--- src/verilog/dac_nv_defines.svh ---
// constants for the quad converter load control: bus framing, layout, counts
// assumes inclusion by the package and by every design file that needs a figure
`ifndef DAC_NV_DEFINES_SVH
`define DAC_NV_DEFINES_SVH

// ==========================================================
// channel and word layout
`define NUM_CH 4
`define CH_W 2
`define CODE_W 12
`define CFG_W 4
`define ADDR_W 3
`define LAST_CH 2'h3
`define FIRST_CH 2'h0

// ==========================================================
// bus address and framing
`define DEV_ADDR_HI 4'hC
`define FACTORY_ADDR 3'h0
`define BITS_PER_BYTE 4'h8
`define BYTE_ADDR 2'h0
`define BYTE_CMD 2'h1
`define BYTE_HI 2'h2
`define BYTE_LO 2'h3

// ==========================================================
// command byte and high byte fields
`define CMD_MSB 7
`define CMD_LSB 6
`define CH_MSB 5
`define CH_LSB 4
`define HI_CFG_MSB 7
`define HI_CFG_LSB 4
`define HI_CODE_MSB 3
`define HI_CODE_LSB 0
`define HI_ADDR_MSB 2
`define HI_ADDR_LSB 0

`endif

--- src/verilog/dac_nv_pkg.sv ---
// types shared by the load control and its non-volatile store
// assumes the defines header sits in the include path
`include "dac_nv_defines.svh"

package dac_nv_pkg;

  typedef logic [`CODE_W-1:0] code_t;
  typedef logic [`CFG_W-1:0] cfg_t;
  typedef logic [`CFG_W+`CODE_W-1:0] nv_word_t;
  typedef logic [`NUM_CH-1:0][`CODE_W-1:0] code_vec_t;
  typedef logic [`NUM_CH-1:0][`CFG_W-1:0] cfg_vec_t;

  typedef enum logic [1:0] {
    CMD_WRITE = 2'h0,
    CMD_WRITE_NV = 2'h1,
    CMD_ADDR = 2'h2,
    CMD_NONE = 2'h3
  } cmd_t;

endpackage : dac_nv_pkg

--- src/verilog/nv_if.sv ---
// carrier between the load control and the non-volatile store
// assumes both ends run on the one system clock
`timescale 1ns/10ps
`default_nettype none
`include "dac_nv_defines.svh"

interface nv_if;
  import dac_nv_pkg::*;
  logic wr_en;
  logic [`CH_W-1:0] wr_ch;
  nv_word_t wr_word;
  logic addr_wr_en;
  logic [`ADDR_W-1:0] addr_wr;
  logic [`CH_W-1:0] rd_ch;
  nv_word_t rd_word;
  logic [`ADDR_W-1:0] addr;

  modport client (
    output wr_en, wr_ch, wr_word, addr_wr_en, addr_wr, rd_ch,
    input rd_word, addr
  );
  modport store (
    input wr_en, wr_ch, wr_word, addr_wr_en, addr_wr, rd_ch,
    output rd_word, addr
  );
endinterface : nv_if

`default_nettype wire

--- src/verilog/nv_store.sv ---
// non-volatile store: per-channel word and bus address bits
// assumes contents survive the logic reset; factory init fills them once
`timescale 1ns/10ps
`default_nettype none
`include "dac_nv_defines.svh"

module nv_store
  import dac_nv_pkg::*;
(
  // clock and factory fill
  input wire logic i_clk_sys,
  input wire logic i_factory_init,
  // store side
  nv_if.store bus
);

  // no reset on purpose: a logic reset stands in for a power cycle
  nv_word_t mem [`NUM_CH];
  logic [`ADDR_W-1:0] addr;

  always_ff @(posedge i_clk_sys) begin
    if (i_factory_init) begin
      for (int i = 0; i < `NUM_CH; i++) begin
        mem[i] <= '0;
      end
    end else if (bus.wr_en) begin
      mem[bus.wr_ch] <= bus.wr_word;
    end
  end

  always_ff @(posedge i_clk_sys) begin
    if (i_factory_init) begin
      addr <= `FACTORY_ADDR;
    end else if (bus.addr_wr_en) begin
      addr <= bus.addr_wr;
    end
  end

  assign bus.rd_word = mem[bus.rd_ch];
  assign bus.addr = addr;

endmodule : nv_store

`default_nettype wire

--- src/verilog/dac_load_ctrl.sv ---
// quad 12-bit converter digital control: two-wire write slave, input and
// output registers, power-up copy from non-volatile store, load pin.
// assumes scl, sda and the load pin are asynchronous pins; sda is open drain.
// Notes on behaviour
// - keep codes, config, address in reprogrammable storage
// - copy storage to outputs after power-up
// - answer at address with three programmable bits
// - load pin selects device for address programming
// - load pin low moves all inputs to outputs
// - load held low: outputs follow written inputs
// - twelve-bit code per channel, one millivolt step
`timescale 1ns/10ps
`default_nettype none
`include "dac_nv_defines.svh"

module dac_load_ctrl
  import dac_nv_pkg::*;
(
  // clock and reset
  input wire logic i_clk_sys,
  input wire logic i_arst_n,
  input wire logic i_factory_init,
  // two-wire bus pins
  input wire logic i_scl,
  input wire logic i_sda,
  output logic o_sda_o,
  output logic o_sda_oe,
  // load pin
  input wire logic i_sync_load_n,
  // converter outputs
  output code_vec_t o_dac_code,
  output cfg_vec_t o_dac_cfg,
  output logic o_loading
);

  // ==========================================================
  // pin synchronisers
  logic scl_m, scl_s, scl_d, sda_m, sda_s, sda_d, load_m, load_n_s;

  always_ff @(posedge i_clk_sys or negedge i_arst_n) begin
    if (!i_arst_n) begin
      {scl_m, scl_s, scl_d} <= 3'h7;
      {sda_m, sda_s, sda_d} <= 3'h7;
      {load_m, load_n_s} <= 2'h3;
    end else begin
      {scl_m, scl_s, scl_d} <= {i_scl, scl_m, scl_s};
      {sda_m, sda_s, sda_d} <= {i_sda, sda_m, sda_s};
      {load_m, load_n_s} <= {i_sync_load_n, load_m};
    end
  end

  logic load_low, scl_rise, scl_fall, start_det, stop_det;
  assign load_low = !load_n_s;
  assign scl_rise = scl_s && !scl_d;
  assign scl_fall = !scl_s && scl_d;
  assign start_det = scl_s && scl_d && sda_d && !sda_s;
  assign stop_det = scl_s && scl_d && !sda_d && sda_s;

  // ==========================================================
  // store and power-up copy
  nv_if nv_bus ();

  nv_store u_nv_store (
    .i_clk_sys(i_clk_sys),
    .i_factory_init(i_factory_init),
    .bus(nv_bus.store)
  );

  logic loading;
  logic [`CH_W-1:0] load_idx;

  always_ff @(posedge i_clk_sys or negedge i_arst_n) begin
    if (!i_arst_n) begin
      loading <= 1'b1;
      load_idx <= `FIRST_CH;
    end else if (loading) begin
      load_idx <= load_idx + 2'h1;
      if (load_idx == `LAST_CH) begin
        loading <= 1'b0;
      end
    end
  end

  assign o_loading = loading;

  // ==========================================================
  // byte receiver
  typedef enum logic [1:0] {ST_IDLE, ST_RX, ST_ACK} bus_state_t;
  bus_state_t state;
  logic [3:0] bit_cnt;
  logic [1:0] byte_idx;
  logic [7:0] shift;
  logic [7:0] cmd_byte;
  logic [7:0] hi_byte;
  logic byte_done, addr_match, ack_ok, commit;
  cmd_t cmd_q;
  logic [`CH_W-1:0] ch_q;

  assign byte_done = (state == ST_RX) && scl_fall && (bit_cnt == `BITS_PER_BYTE);
  assign addr_match = (shift[7:1] == {`DEV_ADDR_HI, nv_bus.addr}) && !shift[0];
  assign ack_ok = (byte_idx != `BYTE_ADDR) || addr_match;
  assign commit = byte_done && (byte_idx == `BYTE_LO);
  assign cmd_q = cmd_t'(cmd_byte[`CMD_MSB:`CMD_LSB]);
  assign ch_q = cmd_byte[`CH_MSB:`CH_LSB];

  // reads are not served: the read bit fails the match and is left unanswered
  always_ff @(posedge i_clk_sys or negedge i_arst_n) begin
    if (!i_arst_n) begin
      state <= ST_IDLE;
      bit_cnt <= 4'h0;
      byte_idx <= `BYTE_ADDR;
      shift <= 8'h00;
    end else if (loading || stop_det) begin
      state <= ST_IDLE;
    end else if (start_det) begin
      state <= ST_RX;
      bit_cnt <= 4'h0;
      byte_idx <= `BYTE_ADDR;
    end else begin
      unique case (state)
        ST_IDLE: begin
        end
        ST_RX: begin
          if (scl_rise && bit_cnt != `BITS_PER_BYTE) begin
            shift <= {shift[6:0], sda_s};
            bit_cnt <= bit_cnt + 4'h1;
          end else if (byte_done) begin
            state <= ack_ok ? ST_ACK : ST_IDLE;
          end
        end
        ST_ACK: begin
          if (scl_fall) begin
            state <= ST_RX;
            bit_cnt <= 4'h0;
            // further commands may follow in the same transaction
            byte_idx <= (byte_idx == `BYTE_LO) ? `BYTE_CMD : byte_idx + 2'h1;
          end
        end
      endcase
    end
  end

  always_ff @(posedge i_clk_sys or negedge i_arst_n) begin
    if (!i_arst_n) begin
      o_sda_oe <= 1'b0;
    end else if (start_det || stop_det || loading) begin
      o_sda_oe <= 1'b0;
    end else if (byte_done && ack_ok) begin
      o_sda_oe <= 1'b1;
    end else if (state == ST_ACK && scl_fall) begin
      o_sda_oe <= 1'b0;
    end
  end

  assign o_sda_o = 1'b0;

  always_ff @(posedge i_clk_sys or negedge i_arst_n) begin
    if (!i_arst_n) begin
      cmd_byte <= 8'hC0;
      hi_byte <= 8'h00;
    end else if (byte_done && byte_idx == `BYTE_CMD) begin
      cmd_byte <= shift;
    end else if (byte_done && byte_idx == `BYTE_HI) begin
      hi_byte <= shift;
    end
  end

  // ==========================================================
  // input registers and store writes
  code_vec_t in_code;
  cfg_vec_t in_cfg;

  always_ff @(posedge i_clk_sys or negedge i_arst_n) begin
    if (!i_arst_n) begin
      in_code <= '0;
      in_cfg <= '0;
    end else if (loading) begin
      {in_cfg[load_idx], in_code[load_idx]} <= nv_bus.rd_word;
    end else if (commit && (cmd_q == CMD_WRITE || cmd_q == CMD_WRITE_NV)) begin
      in_code[ch_q] <= {hi_byte[`HI_CODE_MSB:`HI_CODE_LSB], shift};
      in_cfg[ch_q] <= hi_byte[`HI_CFG_MSB:`HI_CFG_LSB];
    end
  end

  assign nv_bus.rd_ch = load_idx;
  assign nv_bus.wr_en = commit && (cmd_q == CMD_WRITE_NV);
  assign nv_bus.wr_ch = ch_q;
  assign nv_bus.wr_word = {hi_byte, shift};
  // bus writes change the address bits only while this device is picked by its load pin
  assign nv_bus.addr_wr_en = commit && (cmd_q == CMD_ADDR) && load_low;
  assign nv_bus.addr_wr = hi_byte[`HI_ADDR_MSB:`HI_ADDR_LSB];

  // ==========================================================
  // output registers
  always_ff @(posedge i_clk_sys or negedge i_arst_n) begin
    if (!i_arst_n) begin
      o_dac_code <= '0;
      o_dac_cfg <= '0;
    end else if (loading) begin
      {o_dac_cfg[load_idx], o_dac_code[load_idx]} <= nv_bus.rd_word;
    end else if (load_low) begin
      // level transfer: a pin held low makes outputs track every write
      o_dac_code <= in_code;
      o_dac_cfg <= in_cfg;
    end
  end
endmodule : dac_load_ctrl

`default_nettype wire

--- config.mk ---
export PLATFORM = sky130hd
export DESIGN_NAME = dac_load_ctrl
export DESIGN_NICKNAME = d
export VERILOG_FILES = /design/src/verilog/dac_nv_pkg.sv /design/src/verilog/nv_if.sv /design/src/verilog/nv_store.sv /design/src/verilog/dac_load_ctrl.sv
export VERILOG_INCLUDE_DIRS = /design/src /design/src/verilog
export SDC_FILE = /design/constraint.sdc
export NUM_CORES = 1
export LEC_CHECK = 0
export ABC_CLOCK_PERIOD_IN_PS = 4620
export BUFFER_PORTS_ARGS = -buffer_cell sky130_fd_sc_hd__buf_4
export CORE_UTILIZATION = 45
export CTS_BUF_LIST = sky130_fd_sc_hd__clkbuf_8
export DETAILED_ROUTE_END_ITERATION = 10
export PLACE_DENSITY = 0.73
export SLEW_MARGIN = 20
export SYNTH_ARGS = -nofsm -noshare
export SYNTH_HDL_FRONTEND = slang
export SYNTH_SLANG_ARGS = --single-unit
--- constraint.sdc ---
create_clock -name i_clk_sys -period 4.62 [get_ports i_clk_sys]
set_input_delay 0.231 -clock i_clk_sys [delete_from_list [all_inputs] [get_ports i_clk_sys]]
set_output_delay 0.231 -clock i_clk_sys [all_outputs]
set_load 0.1 [all_outputs]
==> flow_metrics.env, run 1 <==
export IMPL_powerDensity_nw_per_um2=361.1
export IMPL_cts_max_path_buffers=3
export IMPL_yosysWarnings=0
export IMPL_route_detailed_drc=0
export IMPL_setup_tns_ns=0
export IMPL_fin_crit_ns=3.097
export IMPL_antenna_found_initial=0
export IMPL_place_inst=1103
export IMPL_whs_ns=0.3259
export IMPL_synth_cell_types=52
export IMPL_final_nets=878
export IMPL_cts_resized=0
export IMPL_max_slew_margin_pct=25.12
export IMPL_worst_slew_pin_slew_ns=1.121
export IMPL_placed_area_sq_um=11180
export IMPL_grt_busiest_layer="met2"
export IMPL_cp_required_ns=5.07
export IMPL_use_met3_pct=3.614
export IMPL_critical_path_peak_fanout=36
export IMPL_postLayoutCellArea_sq_um=11940
export IMPL_yosysTopAreaCellShare_pct=37.52
export IMPL_final_cells=1174
export IMPL_cts_tree="built"
export IMPL_status="completed"
export IMPL_use_met1_pct=31.38
export IMPL_dieArea_sq_um=23880
export IMPL_initial_utilization_pct=46.10
export IMPL_drt_initial_drc_count=561
export IMPL_routed_wl_mm=25.74
export IMPL_ys_seq_area_share_pct=59.21
export IMPL_synth_area_leaders="dfrtp_1 38%, edfxtp_1 18%, mux2i_1 9.5%, a221o_1 6.1%, o21bai_1 4.6%"
export IMPL_die_height_um=154.5
export IMPL_cts_root_buf="clkbuf_8"
export IMPL_synth_fa_ha_area_share_pct=1.195
export IMPL_area_growth_pct=14.04
export IMPL_synth_edf_count=64
export IMPL_final_hold_violation_count=0
export IMPL_syn_area_sq_um=10470
export IMPL_h_tree_depth=2
export IMPL_min_period_over_period_pct=67.04
export IMPL_dr_pass1_iters=5
export IMPL_synth_compound_area_share_pct=12.06
export IMPL_ir_drop_mv=0.3399
export IMPL_avgSynthCellArea_sq_um=13.17
export IMPL_finalSetupViolations=0
export IMPL_r2r_cells=5
export IMPL_wl_per_cell_um=21.92
export IMPL_place_gp_congestion=0.8266
export IMPL_clock_fmax_ghz=0.3229
export IMPL_synth_xor_area_share_pct=0.4183
export IMPL_numCtsBuffers=37
export IMPL_fin_worst_skew_ns=0.02229
export IMPL_core_sq_um=22710
export IMPL_fin_util_pct=52.58
export IMPL_synth_top_family_by_area="multiplexers"
export IMPL_grt_pass1_vias=6998
export IMPL_rr_endpoint="in_code[28]"
export IMPL_synth_nets=811
export IMPL_hp_class="in2async"
export IMPL_synth_top_area_cell="dfrtp_1"
export IMPL_syn_inst=795
export IMPL_rsz0062_at_grt="no"
export IMPL_grt_pass1_wl_mm=40.58
export IMPL_fp_row_count=55
export IMPL_ys_async_sr_fraction_pct=71.49
export IMPL_via_per_inst=5.754
export IMPL_pre_cts_slack_ns=1.488
export IMPL_leakagePower_nw=5.420
export IMPL_insertion_delay_ns=0.53
export IMPL_met2_usage_pct=35.42
export IMPL_n_antenna_cell=0
export IMPL_track_usage_pct=22.35
export IMPL_overflow=0
export IMPL_layout_setup_ws_ns=1.523
export IMPL_slew_violations=0
export IMPL_max_cap_viol_count=0
export IMPL_pin_count=73
export IMPL_hpwl_mm=16.29
export IMPL_cts_sinks=235
export IMPL_grt_max_degree=87
export IMPL_synth_ff_type="dfrtp_1"
export IMPL_r2r_slack_ns=1.52
export IMPL_critPathLaunchType="flip-flop"
export IMPL_antenna_left=0
export IMPL_ys_ff_latch=235
export IMPL_port_buffers=71
export IMPL_synth_simple_area_share_pct=10.90
export IMPL_path_clk_slew_ns=0.07
export IMPL_cp_arrival_ns=3.54
export IMPL_drive_above_1_share_pct=22.05
export IMPL_dr_total_vias=6755
export IMPL_worstSetupEndpointType="flip-flop"
export IMPL_power_mw=4.311
export IMPL_worst_setup_path_type="reg2reg"
export IMPL_die_w_um=154.5
export IMPL_muxShareOfSynthArea_pct=13.34
export IMPL_r2r_start="load_idx[0]"
-- cell usage in the layout (no fill, tap or decap), drive strengths merged, types with 5 or more instances in the layout --
cell,synthesis,routed
a221o,64,64
and2,69,69
buf,23,80
clkbuf,34,45
clkinv,0,6
dfrtp,157,157
dfstp,11,11
dlygate4sd3,0,5
edfxtp,64,64
ha,10,10
inv,9,23
mux2,36,36
mux2i,99,99
nand2,8,8
nand2b,5,5
nor2,74,74
nor4,5,5
o21ai,7,7
o21bai,64,64
xor2,5,5
-- final cells by class --
class,count,area [sq um]
fillers,1943,10770
repair buffers,85,654.4
clock inverters,21,86.33
flip-flops and latches,235,6201
inverters,9,33.78
multi-input cells,494,3989
well taps,285,356.6
clock buffers,45,619.3
-- critical path, stage by stage (launching register included) --
cell and delay (ns):
dfrtp_2 1.03, inv_1 0.20, ha_1 0.27, and2_1 0.44, nor2_2 0.78, a221o_1 0.27
-- power by group --
group / switching [mW] / internal, mW / total, mW
Clock: 0.788 / 0.879 / 1.67
Combinational: 0.172 / 0.0949 / 0.267
Sequential: 0.172 / 2.21 / 2.38
-- how the worst max path moves through the flow --
stage | to | depth (start not counted) | startpoint
6_report | in_code[28] | 5 | load_idx[0]
5_1_grt | u_nv_store.mem[0][8] | 5 | byte_idx[1]
4_1_cts | in_code[33] | 5 | load_idx[0]
3_5_place_dp | in_code[28] | 5 | load_idx[0]
3_3_place_gp | in_code[33] | 5 | load_idx[0]
2_1_floorplan | in_code[10] | 7 | o_loading
-- kinds of logic after synthesis --
group,Yosys count
AO/OA/AOI/OAI,149
buffers and inverters,66
flip-flops,235
adder cells (fa/ha/maj),10
multiplexers,135
other,1
XOR/XNOR,5
AND/OR/NAND/NOR,194
-- synth_stat cells, types with 3 or more instances --
library cell	count
dfrtp_1	157
mux2i_1	99
nor2_1	70
and2_1	69
a221o_1	64
edfxtp_1	64
o21bai_1	64
mux2_2	36
clkbuf_1	34
buf_2	16
dfstp_2	11
ha_1	10
inv_1	9
nand2_1	8
o21ai_0	7
nand2b_1	5
xor2_1	5
a31oi_1	4
nor2_2	4
nor3_1	4
nor4_4	4
nor4bb_1	4
or2_2	4
buf_6	3
dfxtp_1	3
nand3_1	3
nor2b_1	3
-- timing repair --
action	4_1_cts	5_1_grt
endpoints found under the setup margin	0	0
hold buffers	5	0
hold endpoints to repair	90	0
setup buffers	0	0
-- flip-flops by register name (all words and copies together) (netlist names), 2 cells and up --
| name | count |
|---|---|
| bit_cnt | 4 |
| hi_byte | 8 |
| cmd_byte | 4 |
| in_code | 48 |
| u_nv_store.mem | 64 |
| u_nv_store.bus.addr | 3 |
| byte_idx | 2 |
| o_dac_code | 48 |
| shift | 8 |
| o_dac_cfg | 16 |
| load_idx | 2 |
| in_cfg | 16 |
| state | 2 |
-- layer usage --
layer	share of wire (%)	vias up
met5	0	-
met1	44	3377
li1	-	3064
met3	6.7	54
met4	2.9	0
met2	47	260
(Power assumes the default switching activity.)
==> run 2: changes to the inputs <==
- ABC_CLOCK_PERIOD_IN_PS: 4620 -> 2730
- PLACE_DENSITY: 0.73 -> 0.76
- clock period: 4.62 -> 2.73 ns (I/O delays scaled with it)
==> flow_metrics.env, run 2 (synthesis results as in run 1) <==
export IMPL_crit_end="in_cfg[3]"
export IMPL_fin_crit_ns=2.261
export IMPL_worstSetupEndpointType="flip-flop"
export IMPL_dieArea_sq_um=23880
export IMPL_leakagePower_nw=5.512
export IMPL_cts_resized=0
export IMPL_r2r_start="byte_idx[0]"
export IMPL_finalSetupViolations=0
export IMPL_r2r_slack_ns=0.47
export IMPL_core_sq_um=22710
export IMPL_cts_tree="built"
export IMPL_die_w_um=154.5
export IMPL_drt_initial_drc_count=643
export IMPL_reg_largest_list="u_nv_store.mem: 64 flops, in_code: 48 flops, o_dac_code: 48 flops"
export IMPL_place_gp_congestion=0.8275
export IMPL_max_slew_margin_pct=39.77
export IMPL_grt_pass1_vias=7049
export IMPL_route_detailed_drc=0
export IMPL_track_usage_pct=22.26
export IMPL_rr_endpoint="in_cfg[3]"
export IMPL_cp_required_ns=3.13
export IMPL_rsz0062_at_grt="no"
export IMPL_dr_total_vias=6908
export IMPL_setup_worst_path_start="byte_idx[0]"
export IMPL_dr_pass1_iters=5
export IMPL_h_tree_depth=2
export IMPL_pin_count=73
export IMPL_met2_usage_pct=35.55
export IMPL_slew_violations=0
export IMPL_swShare_pct=26.40
export IMPL_power_mw=7.249
export IMPL_pre_cts_slack_ns=-0.1488
export IMPL_path_clk_slew_ns=0.06
export IMPL_min_period_over_period_pct=82.84
export IMPL_grt_busiest_layer="met2"
export IMPL_initial_utilization_pct=46.10
export IMPL_drive_above_1_share_pct=23.21
export IMPL_setup_tns_ns=0
export IMPL_max_cap_viol_count=0
export IMPL_antenna_found_initial=0
export IMPL_r2r_cells=5
export IMPL_routed_wl_mm=25.87
export IMPL_insertion_delay_ns=0.53
export IMPL_cp_arrival_ns=2.66
export IMPL_use_met1_pct=31.03
export IMPL_fin_worst_skew_ns=0.02618
export IMPL_internal_power_mw=5.335
export IMPL_powerDensity_nw_per_um2=600.1
export IMPL_final_hold_violation_count=0
export IMPL_clkPwrFrac_pct=37.9
export IMPL_critPathLaunchType="flip-flop"
export IMPL_area_growth_pct=15.37
export IMPL_final_nets=896
export IMPL_grt_pass1_wl_mm=40.59
export IMPL_n_antenna_cell=0
export IMPL_numCtsBuffers=38
export IMPL_cts_max_path_buffers=3
export IMPL_status="completed"
export IMPL_power_frac_comb_pct=6.8
export IMPL_regMostFlops="u_nv_store.mem"
export IMPL_die_height_um=154.5
export IMPL_fp_row_count=55
export IMPL_final_common_cell="dfrtp_1"
export IMPL_worst_setup_path_type="reg2reg"
export IMPL_grt_max_degree=69
export IMPL_critical_path_peak_fanout=16
export IMPL_use_met3_pct=4.091
export IMPL_overflow=0
export IMPL_hp_class="in2async"
export IMPL_largest_reg_flops=64
export IMPL_antenna_left=0
export IMPL_via_per_inst=5.786
export IMPL_port_buffers=71
export IMPL_layout_common_cells="156 x dfrtp_1, 99 x mux2i_1, 93 x buf_4"
export IMPL_cts_sinks=235
export IMPL_cts_root_buf="clkbuf_8"
export IMPL_wl_per_cell_um=21.67
export IMPL_power_frac_seq_pct=55.3
export IMPL_hpwl_mm=16.51
export IMPL_layout_setup_ws_ns=0.4685
export IMPL_fillers=1916
export IMPL_clock_fmax_ghz=0.4422
export IMPL_ir_drop_mv=0.5030
export IMPL_worst_slew_pin_slew_ns=0.9025
export IMPL_p_sw_mw=1.913
## run 2: cell count changes in the layout (fill, tap and decap cells not counted), sizes merged
cell	before	now
buf	80	97
clkbuf	45	42
clkinv	6	9
inv	23	26
## run 2: worst max-delay path, stage by stage, from the launching register on
cell	delay (ns)
dfrtp_1	0.40
ha_1	0.26
or4b_1	0.54
nor4_4	0.38
nor2_2	0.22
a221o_1	0.34
## run 2: area by class of cell
type / count / area (sq um) / area share, %
clock inverters: 27 / 110.1 / 0.9115
repair buffers: 102 / 819.5 / 6.785
well taps: 285 / 356.6 / 2.952
clock buffers: 42 / 578.1 / 4.786
multi-input cells: 494 / 3980 / 32.95
flip-flops and latches: 235 / 6201 / 51.34
inverters: 9 / 33.78 / 0.2797
## run 2: how the worst min path moves through the flow
stage          cells after the start  slack [ns]              to
2_1_floorplan                      0       -0.16      bit_cnt[0]
3_3_place_gp                       1        0.18  o_dac_code[28]
5_1_grt                            2        0.21  o_dac_code[29]
4_1_cts                            2        0.18  o_dac_code[29]
3_5_place_dp                       1        0.18     in_code[30]
6_report                           2        0.17  o_dac_code[29]
## run 2: what timing repair did
action                                  in CTS  in global routing
buffers inserted                             2                  0
endpoints found under the setup margin      32                  0
endpoints found under the hold margin       63                  0
hold buffers                                 5                  0
## run 2: per-layer routing
layer  up-vias  part of all wire, %
met3        45                  6.5
met4         0                  2.0
li1       3096                    -
met1      3512                   44
met5         -                    0
met2       255                   48
## run 2: per-stage QoR
step                utilization (%)  hold WS, ns  instance area, sq um  cells
finish                        53.19       0.1671                 12080   1194
global placement              49.87       0.1761                 11330   1118
CTS                           53.19       0.1836                 12080   1194
global route                  53.19       0.2062                 12080   1194
floorplan                         -      -0.1591                 10470    795
detailed placement            49.87       0.1808                 11330   1118
## run 2: power groups by stage
stage / Clock, mW / Combinational, mW / Sequential, mW
5_1_grt: 2.97 / 0.542 / 4.02
3_5_place_dp: 0 / 0.489 / 4.06
6_report: 2.75 / 0.496 / 4.01
4_1_cts: 2.80 / 0.501 / 4.00
2_1_floorplan: 0 / 0.392 / 3.86
3_3_place_gp: 0 / 0.477 / 4.05
==> run 3: changes to the inputs <==
- ABC_CLOCK_PERIOD_IN_PS: 2730 -> 2000
- clock period: 2.73 -> 2 ns (I/O delays scaled with it)
==> flow_metrics.env, run 3 (synthesis results as in run 1) <==
export IMPL_grt_max_degree=57
export IMPL_fin_crit_ns=2.005
export IMPL_path_clk_slew_ns=0.07
export IMPL_route_detailed_drc=0
export IMPL_worst_setup_path_type="reg2reg"
export IMPL_via_per_inst=5.782
export IMPL_setup_tns_ns=-0.004755
export IMPL_port_buffers=71
export IMPL_numCtsBuffers=37
export IMPL_hp_class="in2async"
export IMPL_antenna_left=0
export IMPL_final_nets=925
export IMPL_die_w_um=154.5
export IMPL_hpwl_mm=16.28
export IMPL_worst_slew_pin_slew_ns=0.5387
export IMPL_placed_area_sq_um=11570
export IMPL_fin_util_pct=55.14
export IMPL_track_usage_pct=21.94
export IMPL_drt_initial_drc_count=497
export IMPL_fillers=1891
export IMPL_clock_fmax_ghz=0.4988
export IMPL_fin_worst_skew_ns=0.01407
export IMPL_regMostFlops="u_nv_store.mem"
export IMPL_place_inst=1141
export IMPL_rr_endpoint="in_code[0]"
export IMPL_die_height_um=154.5
export IMPL_cts_max_path_buffers=3
export IMPL_r2r_slack_ns=-0.005
export IMPL_cts_tree="built"
export IMPL_h_tree_depth=2
export IMPL_min_period_over_period_pct=100.2
export IMPL_dr_total_vias=7060
export IMPL_dr_pass1_iters=5
export IMPL_cp_arrival_ns=2.41
export IMPL_rsz0062_at_grt="yes"
export IMPL_drive_above_1_share_pct=27.46
export IMPL_r2r_cells=6
export IMPL_core_sq_um=22710
export IMPL_fp_row_count=55
export IMPL_initial_utilization_pct=46.10
export IMPL_place_gp_congestion=0.8265
export IMPL_antenna_found_initial=0
export IMPL_final_cells=1221
export IMPL_overflow=0
export IMPL_area_growth_pct=19.59
export IMPL_layout_setup_ws_ns=-0.004755
export IMPL_grt_pass1_vias=7058
export IMPL_status="finished, violations left"
export IMPL_largest_reg_flops=64
export IMPL_leakagePower_nw=5.691
export IMPL_critPathLaunchType="flip-flop"
export IMPL_pre_cts_slack_ns=-0.06498
export IMPL_critical_path_peak_fanout=8
export IMPL_n_antenna_cell=0
export IMPL_slew_violations=0
export IMPL_reg_largest_list="u_nv_store.mem: 64 flops, in_code: 48 flops, o_dac_code: 48 flops"
export IMPL_violations="negative setup slack"
export IMPL_r2r_start="byte_idx[0]"
export IMPL_final_common_cell="dfrtp_1"
export IMPL_finalSetupViolations=1
export IMPL_max_cap_viol_count=0
export IMPL_cts_root_buf="clkbuf_8"
export IMPL_dieArea_sq_um=23880
export IMPL_cts_sinks=235
export IMPL_wl_per_cell_um=21.54
export IMPL_pin_count=73
export IMPL_worstSetupEndpointType="flip-flop"
export IMPL_multiInputGateArea_sq_um=4114
export IMPL_ir_drop_mv=0.8559
export IMPL_seqCellArea_sq_um=6205
export IMPL_cp_required_ns=2.40
export IMPL_grt_pass1_wl_mm=39.88
export IMPL_postLayoutCellArea_sq_um=12520
export IMPL_layout_common_cells="156 x dfrtp_1, 113 x buf_4, 99 x mux2i_1"
export IMPL_routed_wl_mm=26.30
export IMPL_powerDensity_nw_per_um2=827.9
export IMPL_insertion_delay_ns=0.52
export IMPL_max_slew_margin_pct=64.08
export IMPL_final_hold_violation_count=0
## run 3: what timing repair did
item	CTS	global route
hold buffers	5	0
endpoints found under the setup margin	18	121
pin swaps	4	8
endpoints found under the hold margin	170	0
resized for setup	1	19
setup buffers	1	4
cloned	1	3
## run 3: area by class of cell
type / instances / area share (%)
multi-input combinational: 498 / 32.86
tap: 285 / 2.848
timing repair buffer: 128 / 8.424
sequential: 235 / 49.56
clock buffer: 47 / 5.166
clock inverter: 19 / 0.8794
inverter: 9 / 0.2698
## run 3: how the worst max path moves through the flow
stage	startpoint	endpoint	slack (ns)	depth (start not counted)
global route	byte_idx[0]	in_code[0]	-0.05	6
global placement	byte_idx[0]	in_code[19]	0.002	5
finish	byte_idx[0]	in_code[0]	-0.005	6
CTS	bit_cnt[0]	u_nv_store.mem[2][11]	0.002	6
detailed placement	byte_idx[0]	in_cfg[5]	-0.06	5
floorplan	o_loading	in_code[25]	-0.18	7
## run 3: power breakdown
group / internal, mW / switching [mW] / leakage (nW) / total (mW)
Clock: 2.25 / 1.87 / 0.417 / 4.11
Sequential: 5.10 / 0.130 / 2.93 / 5.23
Combinational: 0.376 / 0.648 / 2.35 / 1.02
Total: 7.72 / 2.64 / 5.69 / 10.4
## run 3: worst max-delay path, cell delays in order (launching register included)
cell and delay (ns):
dfrtp_1 0.39, ha_4 0.16, or4b_4 0.47, nor4_4 0.26, buf_4 0.19, nor2_4 0.08
a221o_1 0.33
## run 3: layer usage
| metal | share of wire, % | global-route usage, % |
|---|---|---|
| met5 | 0 | 0 |
| met1 | 43 | 29.53 |
| met4 | 2.5 | 5.988 |
| met3 | 6.5 | 4.427 |
| met2 | 48 | 36.20 |
## run 3: metrics by stage
stage	hold WS (ns)	power, mW
detailed placement	0.05819	6.291
finish	0.06986	10.37
CTS	0.06899	10.38
global route	0.1022	10.75
global placement	0.05782	6.261
floorplan	-0.1956	5.824
